File: src/dsf_map.vh
// constants for the disk sector formatter
`ifndef DSF_MAP_VH
`define DSF_MAP_VH
`define DSF_DATA_WORDS     9'h100
`define DSF_HDR_WORDS      2'h2
`define DSF_MIN_PREAMBLE   8'h0B
`define DSF_SYNC_BYTE      8'hA1
`define DSF_ZERO_BYTE      8'h00
`define DSF_MAX_UNITS      4'h8
`define DSF_INTERLEAVE_LIM 8'h17
`define DSF_CRC_POLY       16'h1021
`define DSF_CRC_INIT       16'hFFFF
`define DSF_ECC_POLY       32'h04C1_1DB7
`define DSF_ECC_INIT       32'hFFFF_FFFF
`define DSF_CYL_LSB        7
`define DSF_HS_BIT         6
`define DSF_HDR_LAST       9'h005
`define DSF_DATA_LAST      9'h1FF
`define DSF_ECC_LAST       9'h003
`endif

File: src/dsf_block_map.v
// block number to physical unit, cylinder, head and sector mapping
`timescale 1ns/100ps
`include "dsf_map.vh"
module dsf_block_map #(
  parameter BLK_W = 20
) (
  input  wire             clk_i,
  input  wire             rst_i,
  input  wire             start_i,
  input  wire [2:0]       lun_i,
  input  wire [BLK_W-1:0] block_i,
  input  wire [BLK_W-1:0] unit_base_i,
  input  wire [BLK_W-1:0] unit_size_i,
  input  wire [7:0]       spt_i,
  input  wire [2:0]       phys_i,
  output reg              done_o,
  output reg              range_err_o,
  output reg  [2:0]       phys_o,
  output reg  [8:0]       cyl_o,
  output reg              head_o,
  output reg  [5:0]       sect_o,
  output reg  [7:0]       phys_sect_o
);
  reg [BLK_W-1:0] rem_q;
  reg [8:0]       cyl_q;
  reg             head_q;
  reg             busy_q;

  // interleave position: 2:1 at or under limit, else 1:1
  function [7:0] ilv;
    input [7:0] s;
    input [7:0] n;
    reg   [7:0] half;
    begin
      half = (n + 8'h01) >> 1;
      if (n > `DSF_INTERLEAVE_LIM)
        ilv = s;
      else if (s < half)
        ilv = {s[6:0], 1'b0};
      else
        ilv = {s[6:0] - half[6:0], 1'b1};
    end
  endfunction

  // sequential division of block number into track, head, sector
  always @(posedge clk_i) begin
    if (rst_i) begin
      rem_q <= {BLK_W{1'b0}}; cyl_q <= 9'h000; head_q <= 1'b0; busy_q <= 1'b0;
      done_o <= 1'b0; range_err_o <= 1'b0; phys_o <= 3'h0; cyl_o <= 9'h000;
      head_o <= 1'b0; sect_o <= 6'h00; phys_sect_o <= 8'h00;
    end else begin
      done_o <= 1'b0;
      if (start_i && !busy_q) begin
        // unit stays inside drive
        if (block_i >= unit_size_i) begin
          range_err_o <= 1'b1;
          done_o      <= 1'b1;
        end else begin
          range_err_o <= 1'b0;
          // block to physical position
          rem_q  <= block_i + unit_base_i;
          cyl_q  <= 9'h000;
          head_q <= 1'b0;
          busy_q <= 1'b1;
          phys_o <= phys_i;
        end
      end else if (busy_q) begin
        if (rem_q >= {{(BLK_W-8){1'b0}}, spt_i} && spt_i != 8'h00) begin
          rem_q <= rem_q - {{(BLK_W-8){1'b0}}, spt_i};
          head_q <= ~head_q;
          if (head_q)
            cyl_q <= cyl_q + 9'h001;
        end else begin
          busy_q <= 1'b0;
          done_o <= 1'b1;
          cyl_o  <= cyl_q;
          head_o <= head_q;
          sect_o <= rem_q[5:0];
          // sector interleave
          phys_sect_o <= ilv(rem_q[7:0], spt_i);
        end
      end
    end
  end
endmodule // dsf_block_map

File: src/dsf_sector_fmt.v
// sector framer: preamble, sync, header with check, data with ecc
// Behaviour
// at most eight logical units
// logical unit never spans two drives
// two-word header then 256-word data
// header ends check, data ends ecc
// correct data field only, never header; the code corrects nothing and only flags ecc_err_o
// eleven-plus zero bytes then sync byte
// gap lengths come from configuration
// lock byte boundary on sync byte
// read header built from logical position
// word one cylinder, head, sector; two zero
// data field always 512 bytes
// short writes padded with zero bytes
// block numbers converted to physical position
// unit numbers unique, zero to seven
// 2:1 interleave at 23 or fewer
// header check over words one, two
`timescale 1ns/100ps
`include "dsf_map.vh"
module dsf_sector_fmt #(
  parameter BLK_W = 20
) (
  input  wire             clk_i,
  input  wire             rst_i,
  input  wire             wr_start_i,
  input  wire             rd_start_i,
  input  wire             rdhdr_start_i,
  input  wire [2:0]       lun_i,
  input  wire [BLK_W-1:0] block_i,
  input  wire [7:0]       preamble_len_i,
  input  wire [7:0]       spt_i,
  input  wire [BLK_W-1:0] unit_base_i,
  input  wire [BLK_W-1:0] unit_size_i,
  input  wire [2:0]       unit_phys_i,
  input  wire             unit_valid_i,
  input  wire [15:0]      wdata_i,
  input  wire             wvalid_i,
  input  wire             wlast_i,
  input  wire             media_bit_i,
  output reg              busy_o,
  output reg              done_o,
  output reg              err_o,
  output reg              hdr_err_o,
  output reg              ecc_err_o,
  output reg              wready_o,
  output reg  [15:0]      rdata_o,
  output reg              rvalid_o,
  output reg  [15:0]      hdr_word_o,
  output reg              hdr_valid_o,
  output reg  [7:0]       media_byte_o,
  output reg              media_we_o,
  output reg  [2:0]       phys_o
);
  localparam S_IDLE = 4'h0, S_MAP = 4'h1, S_PRE = 4'h2, S_SYNC = 4'h3, S_HDR = 4'h4;
  localparam S_HCRC = 4'h5, S_PRE2 = 4'h6, S_SYNC2 = 4'h7, S_DATA = 4'h8, S_ECC = 4'h9;
  localparam S_RHUNT = 4'hA, S_RHDR = 4'hB, S_RHUNT2 = 4'hC, S_RDATA = 4'hD;
  localparam S_GENH = 4'hE, S_FIN = 4'hF;
  localparam OP_WR = 2'h0, OP_RD = 2'h1, OP_RH = 2'h2;

  reg [3:0]  st_q;
  reg [1:0]  op_q;
  reg [8:0]  cnt_q;
  reg [15:0] word_q;
  reg        hb_q;
  reg [15:0] crc_q;
  reg [31:0] ecc_q;
  reg        pad_q;
  reg [7:0]  shf_q;
  reg [2:0]  bitc_q;
  reg [15:0] hw1_q;
  reg        map_go_q;

  wire        map_done;
  wire        map_err;
  wire [2:0]  map_phys;
  wire [8:0]  map_cyl;
  wire        map_head;
  wire [5:0]  map_sect;
  wire [7:0]  map_psect;
  wire [7:0]  shf_nx = {shf_q[6:0], media_bit_i};
  // header byte on the media: word one, then the zero word
  wire [15:0] hdr_w  = cnt_q[0] ? 16'h0000 : hw1_q;
  wire [7:0]  hdr_b  = hb_q ? hdr_w[7:0] : hdr_w[15:8];

  // header check character update over one byte
  function [15:0] crc8;
    input [15:0] c;
    input [7:0]  d;
    integer      i;
    reg   [15:0] t;
    begin
      t = c;
      for (i = 7; i >= 0; i = i - 1)
        t = {t[14:0], 1'b0} ^ ((t[15] ^ d[i]) ? `DSF_CRC_POLY : 16'h0000);
      crc8 = t;
    end
  endfunction

  // data ecc update over one byte
  function [31:0] ecc8;
    input [31:0] c;
    input [7:0]  d;
    integer      i;
    reg   [31:0] t;
    begin
      t = c;
      for (i = 7; i >= 0; i = i - 1)
        t = {t[30:0], 1'b0} ^ ((t[31] ^ d[i]) ? `DSF_ECC_POLY : 32'h0000_0000);
      ecc8 = t;
    end
  endfunction

  dsf_block_map #(.BLK_W(BLK_W)) u_map (
    .clk_i       (clk_i),
    .rst_i       (rst_i),
    .start_i     (map_go_q),
    .lun_i       (lun_i),
    .block_i     (block_i),
    .unit_base_i (unit_base_i),
    .unit_size_i (unit_size_i),
    .spt_i       (spt_i),
    .phys_i      (unit_phys_i),
    .done_o      (map_done),
    .range_err_o (map_err),
    .phys_o      (map_phys),
    .cyl_o       (map_cyl),
    .head_o      (map_head),
    .sect_o      (map_sect),
    .phys_sect_o (map_psect)
  );

  // sector sequencer
  always @(posedge clk_i) begin
    if (rst_i) begin
      st_q <= S_IDLE; op_q <= OP_WR; cnt_q <= 9'h000; word_q <= 16'h0000; hb_q <= 1'b0;
      crc_q <= `DSF_CRC_INIT; ecc_q <= `DSF_ECC_INIT; pad_q <= 1'b0; shf_q <= 8'h00;
      bitc_q <= 3'h0; hw1_q <= 16'h0000; map_go_q <= 1'b0;
      busy_o <= 1'b0; done_o <= 1'b0; err_o <= 1'b0; hdr_err_o <= 1'b0; ecc_err_o <= 1'b0;
      wready_o <= 1'b0; rdata_o <= 16'h0000; rvalid_o <= 1'b0; hdr_word_o <= 16'h0000;
      hdr_valid_o <= 1'b0; media_byte_o <= 8'h00; media_we_o <= 1'b0; phys_o <= 3'h0;
    end else begin
      done_o <= 1'b0; rvalid_o <= 1'b0; hdr_valid_o <= 1'b0; media_we_o <= 1'b0;
      wready_o <= 1'b0; map_go_q <= 1'b0;
      shf_q <= shf_nx;
      bitc_q <= bitc_q + 3'h1;
      case (st_q)
        S_IDLE: begin
          // only eight units, valid ones
          if ((wr_start_i || rd_start_i || rdhdr_start_i) && unit_valid_i
              && {1'b0, lun_i} < `DSF_MAX_UNITS) begin
            op_q <= wr_start_i ? OP_WR : (rd_start_i ? OP_RD : OP_RH);
            map_go_q <= 1'b1; busy_o <= 1'b1; err_o <= 1'b0;
            hdr_err_o <= 1'b0; ecc_err_o <= 1'b0; pad_q <= 1'b0;
            st_q <= S_MAP;
          end else if (wr_start_i || rd_start_i || rdhdr_start_i) begin
            // refused request: status reflects this request only
            err_o <= 1'b1; done_o <= 1'b1;
            hdr_err_o <= 1'b0; ecc_err_o <= 1'b0;
          end
        end
        S_MAP: if (map_done) begin
          phys_o <= map_phys;
          // logical header word one
          hw1_q <= {map_cyl, map_head, map_sect};
          cnt_q <= 9'h000;
          crc_q <= `DSF_CRC_INIT;
          if (map_err) begin
            err_o <= 1'b1; st_q <= S_FIN;
          end else if (op_q == OP_RH)
            st_q <= S_GENH;
          else if (op_q == OP_RD)
            st_q <= S_RHUNT;
          else
            st_q <= S_PRE;
        end
        // header from logical position
        S_GENH: begin
          hdr_valid_o <= 1'b1;
          cnt_q <= cnt_q + 9'h001;
          if (cnt_q == 9'h000) begin
            hdr_word_o <= hw1_q;
            crc_q <= crc8(crc8(crc_q, hw1_q[15:8]), hw1_q[7:0]);
          end else if (cnt_q == 9'h001) begin
            hdr_word_o <= 16'h0000;
            crc_q <= crc8(crc8(crc_q, `DSF_ZERO_BYTE), `DSF_ZERO_BYTE);
          end else begin
            hdr_word_o <= crc_q;
            st_q <= S_FIN;
          end
        end
        // configured zero preamble
        S_PRE, S_PRE2: begin
          media_byte_o <= `DSF_ZERO_BYTE; media_we_o <= 1'b1;
          cnt_q <= cnt_q + 9'h001;
          if (cnt_q[7:0] + 8'h01 >= preamble_len_i && cnt_q[7:0] + 8'h01 >= `DSF_MIN_PREAMBLE)
            st_q <= (st_q == S_PRE) ? S_SYNC : S_SYNC2;
        end
        S_SYNC, S_SYNC2: begin
          media_byte_o <= `DSF_SYNC_BYTE; media_we_o <= 1'b1;
          cnt_q <= 9'h000; hb_q <= 1'b0; ecc_q <= `DSF_ECC_INIT;
          st_q <= (st_q == S_SYNC) ? S_HDR : S_DATA;
        end
        // two header words, check over both
        S_HDR: begin
          media_byte_o <= hdr_b;
          media_we_o <= 1'b1;
          crc_q <= crc8(crc_q, hdr_b);
          hb_q <= ~hb_q;
          if (hb_q) begin
            cnt_q <= cnt_q + 9'h001;
            if (cnt_q[1:0] + 2'h1 == `DSF_HDR_WORDS) begin
              st_q <= S_HCRC; cnt_q <= 9'h000;
            end
          end
        end
        // two check characters
        S_HCRC: begin
          media_byte_o <= hb_q ? crc_q[7:0] : crc_q[15:8];
          media_we_o <= 1'b1; hb_q <= ~hb_q;
          if (hb_q) begin
            st_q <= S_PRE2; cnt_q <= 9'h000;
          end
        end
        // fixed field, zero pad
        S_DATA: begin
          if (!hb_q) begin
            if (!pad_q && wvalid_i) begin
              word_q <= wdata_i; wready_o <= 1'b1;
              pad_q <= wlast_i;
            end else
              word_q <= 16'h0000;
            hb_q <= 1'b1;
          end else begin
            media_byte_o <= word_q[15:8]; media_we_o <= 1'b1;
            ecc_q <= ecc8(ecc_q, word_q[15:8]);
            word_q <= {word_q[7:0], 8'h00};
            cnt_q <= cnt_q + 9'h001;
            // after the low byte go back and fetch the next word
            hb_q <= ~cnt_q[0];
            if (cnt_q == `DSF_DATA_LAST) begin
              st_q <= S_ECC; cnt_q <= 9'h000;
            end
          end
        end
        // 32-bit ecc tail
        S_ECC: begin
          media_byte_o <= ecc_q[31:24]; media_we_o <= 1'b1;
          ecc_q <= {ecc_q[23:0], 8'h00};
          cnt_q <= cnt_q + 9'h001;
          if (cnt_q == `DSF_ECC_LAST) st_q <= S_FIN;
        end
        // hunt sync, lock byte boundary
        S_RHUNT, S_RHUNT2: if (shf_nx == `DSF_SYNC_BYTE) begin
          bitc_q <= 3'h0; cnt_q <= 9'h000; crc_q <= `DSF_CRC_INIT; ecc_q <= `DSF_ECC_INIT;
          st_q <= (st_q == S_RHUNT) ? S_RHDR : S_RDATA;
        end
        // header verified, never corrected
        S_RHDR: if (bitc_q == 3'h7) begin
          crc_q <= crc8(crc_q, shf_nx);
          cnt_q <= cnt_q + 9'h001;
          if (cnt_q == `DSF_HDR_LAST) begin
            if (crc8(crc_q, shf_nx) != 16'h0000) begin
              hdr_err_o <= 1'b1; err_o <= 1'b1; st_q <= S_FIN;
            end else
              st_q <= S_RHUNT2;
          end
        end
        // data checked by ecc syndrome
        S_RDATA: if (bitc_q == 3'h7) begin
          ecc_q <= ecc8(ecc_q, shf_nx);
          cnt_q <= cnt_q + 9'h001;
          if (pad_q) begin
            // ecc tail read back: a nonzero remainder flags the data
            if (cnt_q == `DSF_ECC_LAST) begin
              ecc_err_o <= ecc8(ecc_q, shf_nx) != 32'h0000_0000;
              st_q <= S_FIN;
            end
          end else begin
            if (!cnt_q[0])
              word_q <= {shf_nx, 8'h00};
            else begin
              rdata_o <= {word_q[15:8], shf_nx}; rvalid_o <= 1'b1;
            end
            if (cnt_q == `DSF_DATA_LAST) begin
              pad_q <= 1'b1; cnt_q <= 9'h000;
            end
          end
        end
        S_FIN: begin
          busy_o <= 1'b0; done_o <= 1'b1; st_q <= S_IDLE;
        end
        default: st_q <= S_IDLE;
      endcase
    end
  end
endmodule // dsf_sector_fmt

File: config.mk
export PLATFORM = sky130hd
export DESIGN_NAME = dsf_sector_fmt
export DESIGN_NICKNAME = d
export VERILOG_FILES = /design/src/dsf_block_map.v /design/src/dsf_sector_fmt.v
export VERILOG_INCLUDE_DIRS = /design/src /design/src/src
export SDC_FILE = /design/constraint.sdc
export NUM_CORES = 1
export LEC_CHECK = 0
export ABC_AREA = 1
export BUFFER_PORTS_ARGS = -buffer_cell sky130_fd_sc_hd__buf_2
export CAP_MARGIN = 20
export CORE_MARGIN = 2
export CORE_UTILIZATION = 45
export CTS_CLUSTER_SIZE = 12
export DETAILED_ROUTE_END_ITERATION = 10
export PLACE_DENSITY = 0.67
export SYNTH_ARGS = -nofsm -noshare
export SYNTH_HDL_FRONTEND = slang
export SYNTH_SLANG_ARGS = --single-unit
File: constraint.sdc
create_clock -name clk_i -period 2.2 [get_ports clk_i]
set_clock_uncertainty 0.1 [all_clocks]
set_input_delay 0 -clock clk_i [delete_from_list [all_inputs] [get_ports clk_i]]
set_output_delay 0 -clock clk_i [all_outputs]
set_load 0.01 [all_outputs]
# [Yosys cells after proc, flatten, opt, wreduce, memory -nomap -nowiden]
# Index checks and enable logic that the tools add are counted.
# Widths: inputs -> output; s select.
[op_classes] n_reduce_logical=55 order_cmp=4 addsub=7 mux=182 eq_ne=49 bitwise=123
[op_table] cell="$xor 16x13->16" count=48
[op_table] cell="$mux 13" count=48
[op_table] cell="$xor 32x27->32" count=16
[op_table] cell="$mux 27" count=16
[op_table] cell="$mux 16" count=13
[op_table] cell="$pmux 32 s5" count=1
[op_table] cell="$mux 9" count=15
[op_table] cell="$mux 32" count=3
[op_table] cell="$pmux 9 s9" count=1
[op_table] cell="$mux 20" count=4
[op_table] cell="$mux 4" count=20
[op_table] cell="$pmux 16 s5" count=1
[op_table] cell="$pmux 4 s13" count=1
[op_table] cell="$pmux 8 s6" count=1
[op_table] cell="$xor 1x1->1" count=48
[op_table] cell="$ne 2x2->1 const B" count=21
[op_table] cell="$mux 1" count=39
[op_table] cell="$eq 4x4->1 const B" count=8
[op_table] cell="$pmux 16 s2" count=1
[op_table] cell="$reduce_bool 32->1" count=1
[op_table] cell="$mux 8" count=3
[op_table] cell="$add 20x20->20" count=1
[op_table] cell="$ge 20x20->1" count=1
[op_table] cell="$ge 20x8->1" count=1
[op_table] cell="other kinds (48)" count=108
[word_totals] regBits=212

# [Longest topological paths before layout]
[depth] ltp_word=50 mapped_depth=18

# [Cells and area by module]
# A second synthesis with hierarchy kept.
[unflattened] hier_cells=2946 hier_area_um2=18208.7
[by_module_without_submodules] module="dsf_sector_fmt" seq_area_each_um2=3203.1 area_per_inst_um2=12643.4 cells_per_inst=2041 n_inst=1
[by_module_without_submodules] module="dsf_block_map" seq_area_each_um2=1201.2 area_per_inst_um2=5565.3 cells_per_inst=905 n_inst=1

# [Least setup slack after synthesis]
# OpenSTA, ideal clock, no wires.
[synth_timing] kind="flip-flop to flip-flop" start="reg u_map.rem_q[0]" end="reg u_map.rem_q[14]" setup_ns=0.117 path_slack_ns=-0.127 path_stages_with_launch=15 arrival_time_ns=2.110 n_path_buf=1 cell_sequence="dfxtp_1 inv_1 ha_1 fa_1 o21ai_1 nand2_1 nand2_1 nor2_2 nand3_1 nand3_1 nand2_1 inv_2 buf_2 nor2_1 nor2_1"
[synth_between] elab_chain_cells=4 word_cells_on_any_way=8 cone_classes="add/sub (1); order compare (1); mux (3); reduce/logical (3)"
[synth_lines] element="start: declaration" line="dsf_block_map.v:24" source="reg [BLK_W-1:0] rem_q;"
[synth_lines] element="start signal: assignment" line="dsf_block_map.v:61" source="rem_q <= block_i + unit_base_i;"
[synth_lines] element="start signal: assignment" line="dsf_block_map.v:69" source="rem_q <= rem_q - {{(BLK_W-8){1'b0}}, spt_i};"
[synth_lines] element="$sub 20x8->20 / $ge 20x8->1 (equally long branches)" line="dsf_block_map.v:69, dsf_block_map.v:68"
[synth_lines] element="$mux 20 / $logic_and 1x1->1 (equally long branches)" line="dsf_block_map.v:68" source="if (rem_q >= {{(BLK_W-8){1'b0}}, spt_i} && spt_i != 8'h00) begin"
[synth_lines] element="$mux 20 / $reduce_bool 2->1 (equally long branches)"
[synth_lines] element="$mux 20 / $reduce_and 3->1 (equally long branches)"
# Several ways; a longest one is shown, not always the timed one. The select of a mux whose other input is x is not followed.
# A chain may end at the register's enable or synchronous reset.

# [Worst setup path after layout]
[layout_timing] start="reg cnt_q[0]" end="reg st_q[2]"
[layout_between] elab_chain_cells=5 word_cells_on_any_way=22 cone_classes="add/sub (2); order compare (2); eq/ne (11); mux (4); reduce/logical (3)"
[layout_lines] element="start: declaration" line="dsf_sector_fmt.v:63" source="reg [8:0] cnt_q;"
[layout_lines] element="start signal: assignment" line="dsf_sector_fmt.v:180" source="cnt_q <= cnt_q + 9'h001;"
[layout_lines] element="start signal: assignment" line="dsf_sector_fmt.v:195" source="cnt_q <= cnt_q + 9'h001;"
[layout_lines] element="start signal: assignment" line="dsf_sector_fmt.v:211" source="cnt_q <= cnt_q + 9'h001;"
[layout_lines] element="$add 8x1->8 / $eq 9x2->1 (equally long branches)"
[layout_lines] element="$ge 8x8->1, or another cell as far along" line="dsf_sector_fmt.v:196" source="if (cnt_q[7:0] + 8'h01 >= preamble_len_i && cnt_q[7:0] + 8'h01 >= `DSF_MIN_PREAMBLE)"
[layout_lines] element="$logic_and 1x1->1 (no line) / $mux 4 (equally long branches)"
[layout_lines] element="$ne 2x2->1 (no line) / $mux 4 (equally long branches)"
[layout_lines] element="$reduce_and 15->1 (no line) / $pmux 4 s13 (equally long branches)"
[layout_lines] element="end signal: assignment" line="dsf_sector_fmt.v:197" source="st_q <= (st_q == S_PRE) ? S_SYNC : S_SYNC2;"
[layout_lines] element="end signal: assignment" line="dsf_sector_fmt.v:202" source="st_q <= (st_q == S_SYNC) ? S_HDR : S_DATA;"
[layout_lines] element="end signal: assignment" line="dsf_sector_fmt.v:256" source="st_q <= (st_q == S_RHUNT) ? S_RHDR : S_RDATA;"
[layout_lines] element="end: declaration" line="dsf_sector_fmt.v:61" source="reg [3:0] st_q;"
# Several ways; a longest one is shown, not always the timed one. The select of a mux whose other input is x is not followed.

==> flow_metrics.tcl <==
set metrics [dict create \
    period_needed_ns 2.31 \
    slew_headroom 0.539 \
    die_h_microns 197 \
    setup_slack_ns -0.113 \
    worstSetupPathType "flip-flop to flip-flop" \
    clkTransAtPathRegs_ns 0.06 \
    vias_per_cell 5.45 \
    fmax_ghz 0.432 \
    leakage_nw 11.1 \
    ant_nets 0 \
    setup_tns_ns -1.14 \
    path_max_fanout 5 \
    die-area_sq_um 39000 \
    drive_gt1_frac 0.269 \
    violations "setup timing" \
    portBuffers 155 \
    gp_congestion 1.01 \
    setup_viol 39 \
    clock_latency_ns 0.56 \
    finalHoldViolations 0 \
    synth_nets 2902 \
    p_per_area_nw_per_um2 1330 \
    vdd.ir_drop.worst_mv 0.746 \
    syn_to_final_growth_pct 36.3 \
    synthCells 2728 \
    cts_inserted_buffers 26 \
    drv_slew 0 \
    rr_worst_depth 15 \
    avgRoutedWirePerCell_microns 17.8 \
    arrival_ns 2.69 \
    async_flop_share 0 \
    hold_class "input port to flip-flop" \
    required_ns 2.58 \
    final_nets 3356 \
    antenna_found_initial 0 \
    yosysWarnings 0 \
    rsz0062_at_grt "yes" \
    min_path_cells 7 \
    synth_cell_type_count 56 \
    synth_area_per_cell_sq_um 6.17 \
    startpoint_type "flip-flop" \
    grt_pass1_vias 18800 \
    fin_crit_sh 1.05 \
    synth_area_sq_um 16800 \
    root_buffer "clkbuf_16" \
    drtIter0Drc 1809 \
    antenna_cells 0 \
    die_w_microns 197 \
    ys_seq_area_frac 0.252 \
    status "finished with violations" \
    io_pins 159 \
    synth_enable_flop_cells 0 \
    routed_wl_microns 65100 \
    worst_slew_pin_slew_ns 0.685 \
    cts.path.max_buffers 3 \
    num_vias 20000 \
    row_count 70 \
    drc_errors 0 \
    synth_top_flop_cell "dfxtp_1" \
    grt_usage 0.322 \
    cts_tree "yes" \
    drv_cap 0 \
    grt_max_degree 53 \
    grt_overflow_total 0 \
    ys_ff_latch 212 \
    core_area_sq_um 36700 \
    start_util 0.459 \
    dp_hpwl_microns 49400 \
    firstDrtPassIters 6 \
    cts_htree_levels 1 \
    place_ws_ns -0.148 \
    grt_pass1_wl_microns 99600 \
    clock_sinks 212 \
    crit_path_end_kind "flip-flop" \
]
critical path: stages (launching register included):
cell and delay [ns]:
dfxtp_4 0.37, nand3_2 0.06, nand3b_1 0.18, buf_4 0.16, xor2_2 0.13, inv_1 0.08, ha_1 0.30, a21oi_1 0.14
nor2_1 0.06, nor2_1 0.09, nand3_1 0.08, nand2_1 0.08, nand2_2 0.10, nand2_4 0.11, nand2_2 0.05, a21oi_2 0.13
registers in the layout, indices dropped and copies added, names as in the netlist, 16 cells and up:
| signal | flops |
|---|---|
| crc_q | 16 |
| ecc_q | 32 |
| hdr_word_o | 16 |
| hw1_q | 16 |
| rdata_o | 16 |
| u_map.rem_q | 20 |
| word_q | 16 |
cells in the final DEF (no fill, tap or decap), types with 8 or more instances in the layout:
cell,instances
nand2_1,767
buf_4,306
inv_1,260
nor2_1,215
a21oi_1,208
o21ai_0,187
dfxtp_1,181
buf_2,154
nand3_1,137
xor2_1,88
nand2_2,69
ha_1,56
xnor2_1,38
dlygate4sd3_1,38
inv_2,30
clkbuf_16,29
dfxtp_2,27
a21oi_2,25
nor2_4,25
nor2_2,24
nand4_1,24
o21ai_1,24
o211ai_1,22
xor2_2,21
nor3_1,17
nand3_2,16
o2111ai_1,16
nand2_4,15
buf_12,13
buf_6,12
o21ai_2,8
clkinvlp_4,8
a22oi_1,8
Yosys cell counts, types with 8 or more instances:
cell type | n | area (sq um)
a21oi_1 | 234 | 1170
a22oi_1 | 8 | 60.1
buf_2 | 38 | 190
buf_4 | 8 | 60.1
clkbuf_1 | 49 | 184
dfxtp_1 | 212 | 4240
ha_1 | 65 | 813
inv_1 | 272 | 1020
inv_2 | 21 | 78.8
nand2_1 | 830 | 3120
nand2_2 | 20 | 125
nand3_1 | 157 | 786
nand4_1 | 24 | 150
nor2_1 | 256 | 961
nor3_1 | 19 | 95.1
nor4_1 | 9 | 56.3
o2111ai_1 | 17 | 149
o211ai_1 | 22 | 165
o21ai_0 | 204 | 1020
o21ai_1 | 13 | 65.1
xnor2_1 | 41 | 359
xor2_1 | 100 | 876
xor2_2 | 11 | 179
power by group:
part,switching [W],internal [W]
registers,0.000770,0.00452
logic,0.0121,0.00860
clock network,0.00184,0.00262
final timing paths:
check	startpoint	to	slack [ns]
max reg2reg	cnt_q[0]	st_q[2]	-0.11
max	cnt_q[0]	st_q[2]	-0.11
min	unit_base_i[11]	u_map.rem_q[11]	0.02
min reg2reg	bitc_q[0]	bitc_q[0]	0.32
layer usage:
metal  share of wire  vias to the layer above  track usage
met5               0                        -            0
met4           0.042                        0        0.126
met3           0.092                      185       0.0522
met2            0.45                      937        0.526
met1            0.41                     9148        0.425
li1                -                     9733            -
cell families (layout without fill, tap and decap cells):
kind of cell    Yosys count  count (layout)  synth area share
compound gates          537             537             0.174
xor+xnor                162             162            0.0957
fa+ha+maj                67              67            0.0507
buf+inv                 405             877            0.0971
flops                   212             212             0.252
simple gates           1345            1347             0.330
metrics by stage:
step	total power, W	hold WS, ns	instances	utilization	cell area (sq um)
finish	0.0304	0.0248	3670	0.625	22900
global route	0.0325	0.0413	3670	0.625	22900
CTS	0.0279	0.00484	3648	0.589	21600
floorplan	0.0160	0.0328	2728	-	16900
global placement	0.0228	0.169	3558	0.551	20200
detailed placement	0.0231	0.174	3558	0.551	20200
timing repair:
| item | CTS | global route |
|---|---|---|
| setup endpoints to repair | 46 | 149 |
| resized for setup | 34 | 306 |
| setup buffers | 3 | 16 |
| gates cloned | 2 | 5 |
| pin swaps | 10 | 65 |
| hold endpoints to repair | 50 | 1 |
| hold buffers | 37 | 1 |
layout make-up:
class                      count  area (sq um)
clock inverter                11           135
timing repair buffer         531          3990
fill                        3391         13800
clock buffer                  37           752
multi-input combinational   2113         12000
sequential                   212          4290
tap                          468           586
inverter                     298          1150
Power figures use the tool's default switching activity.
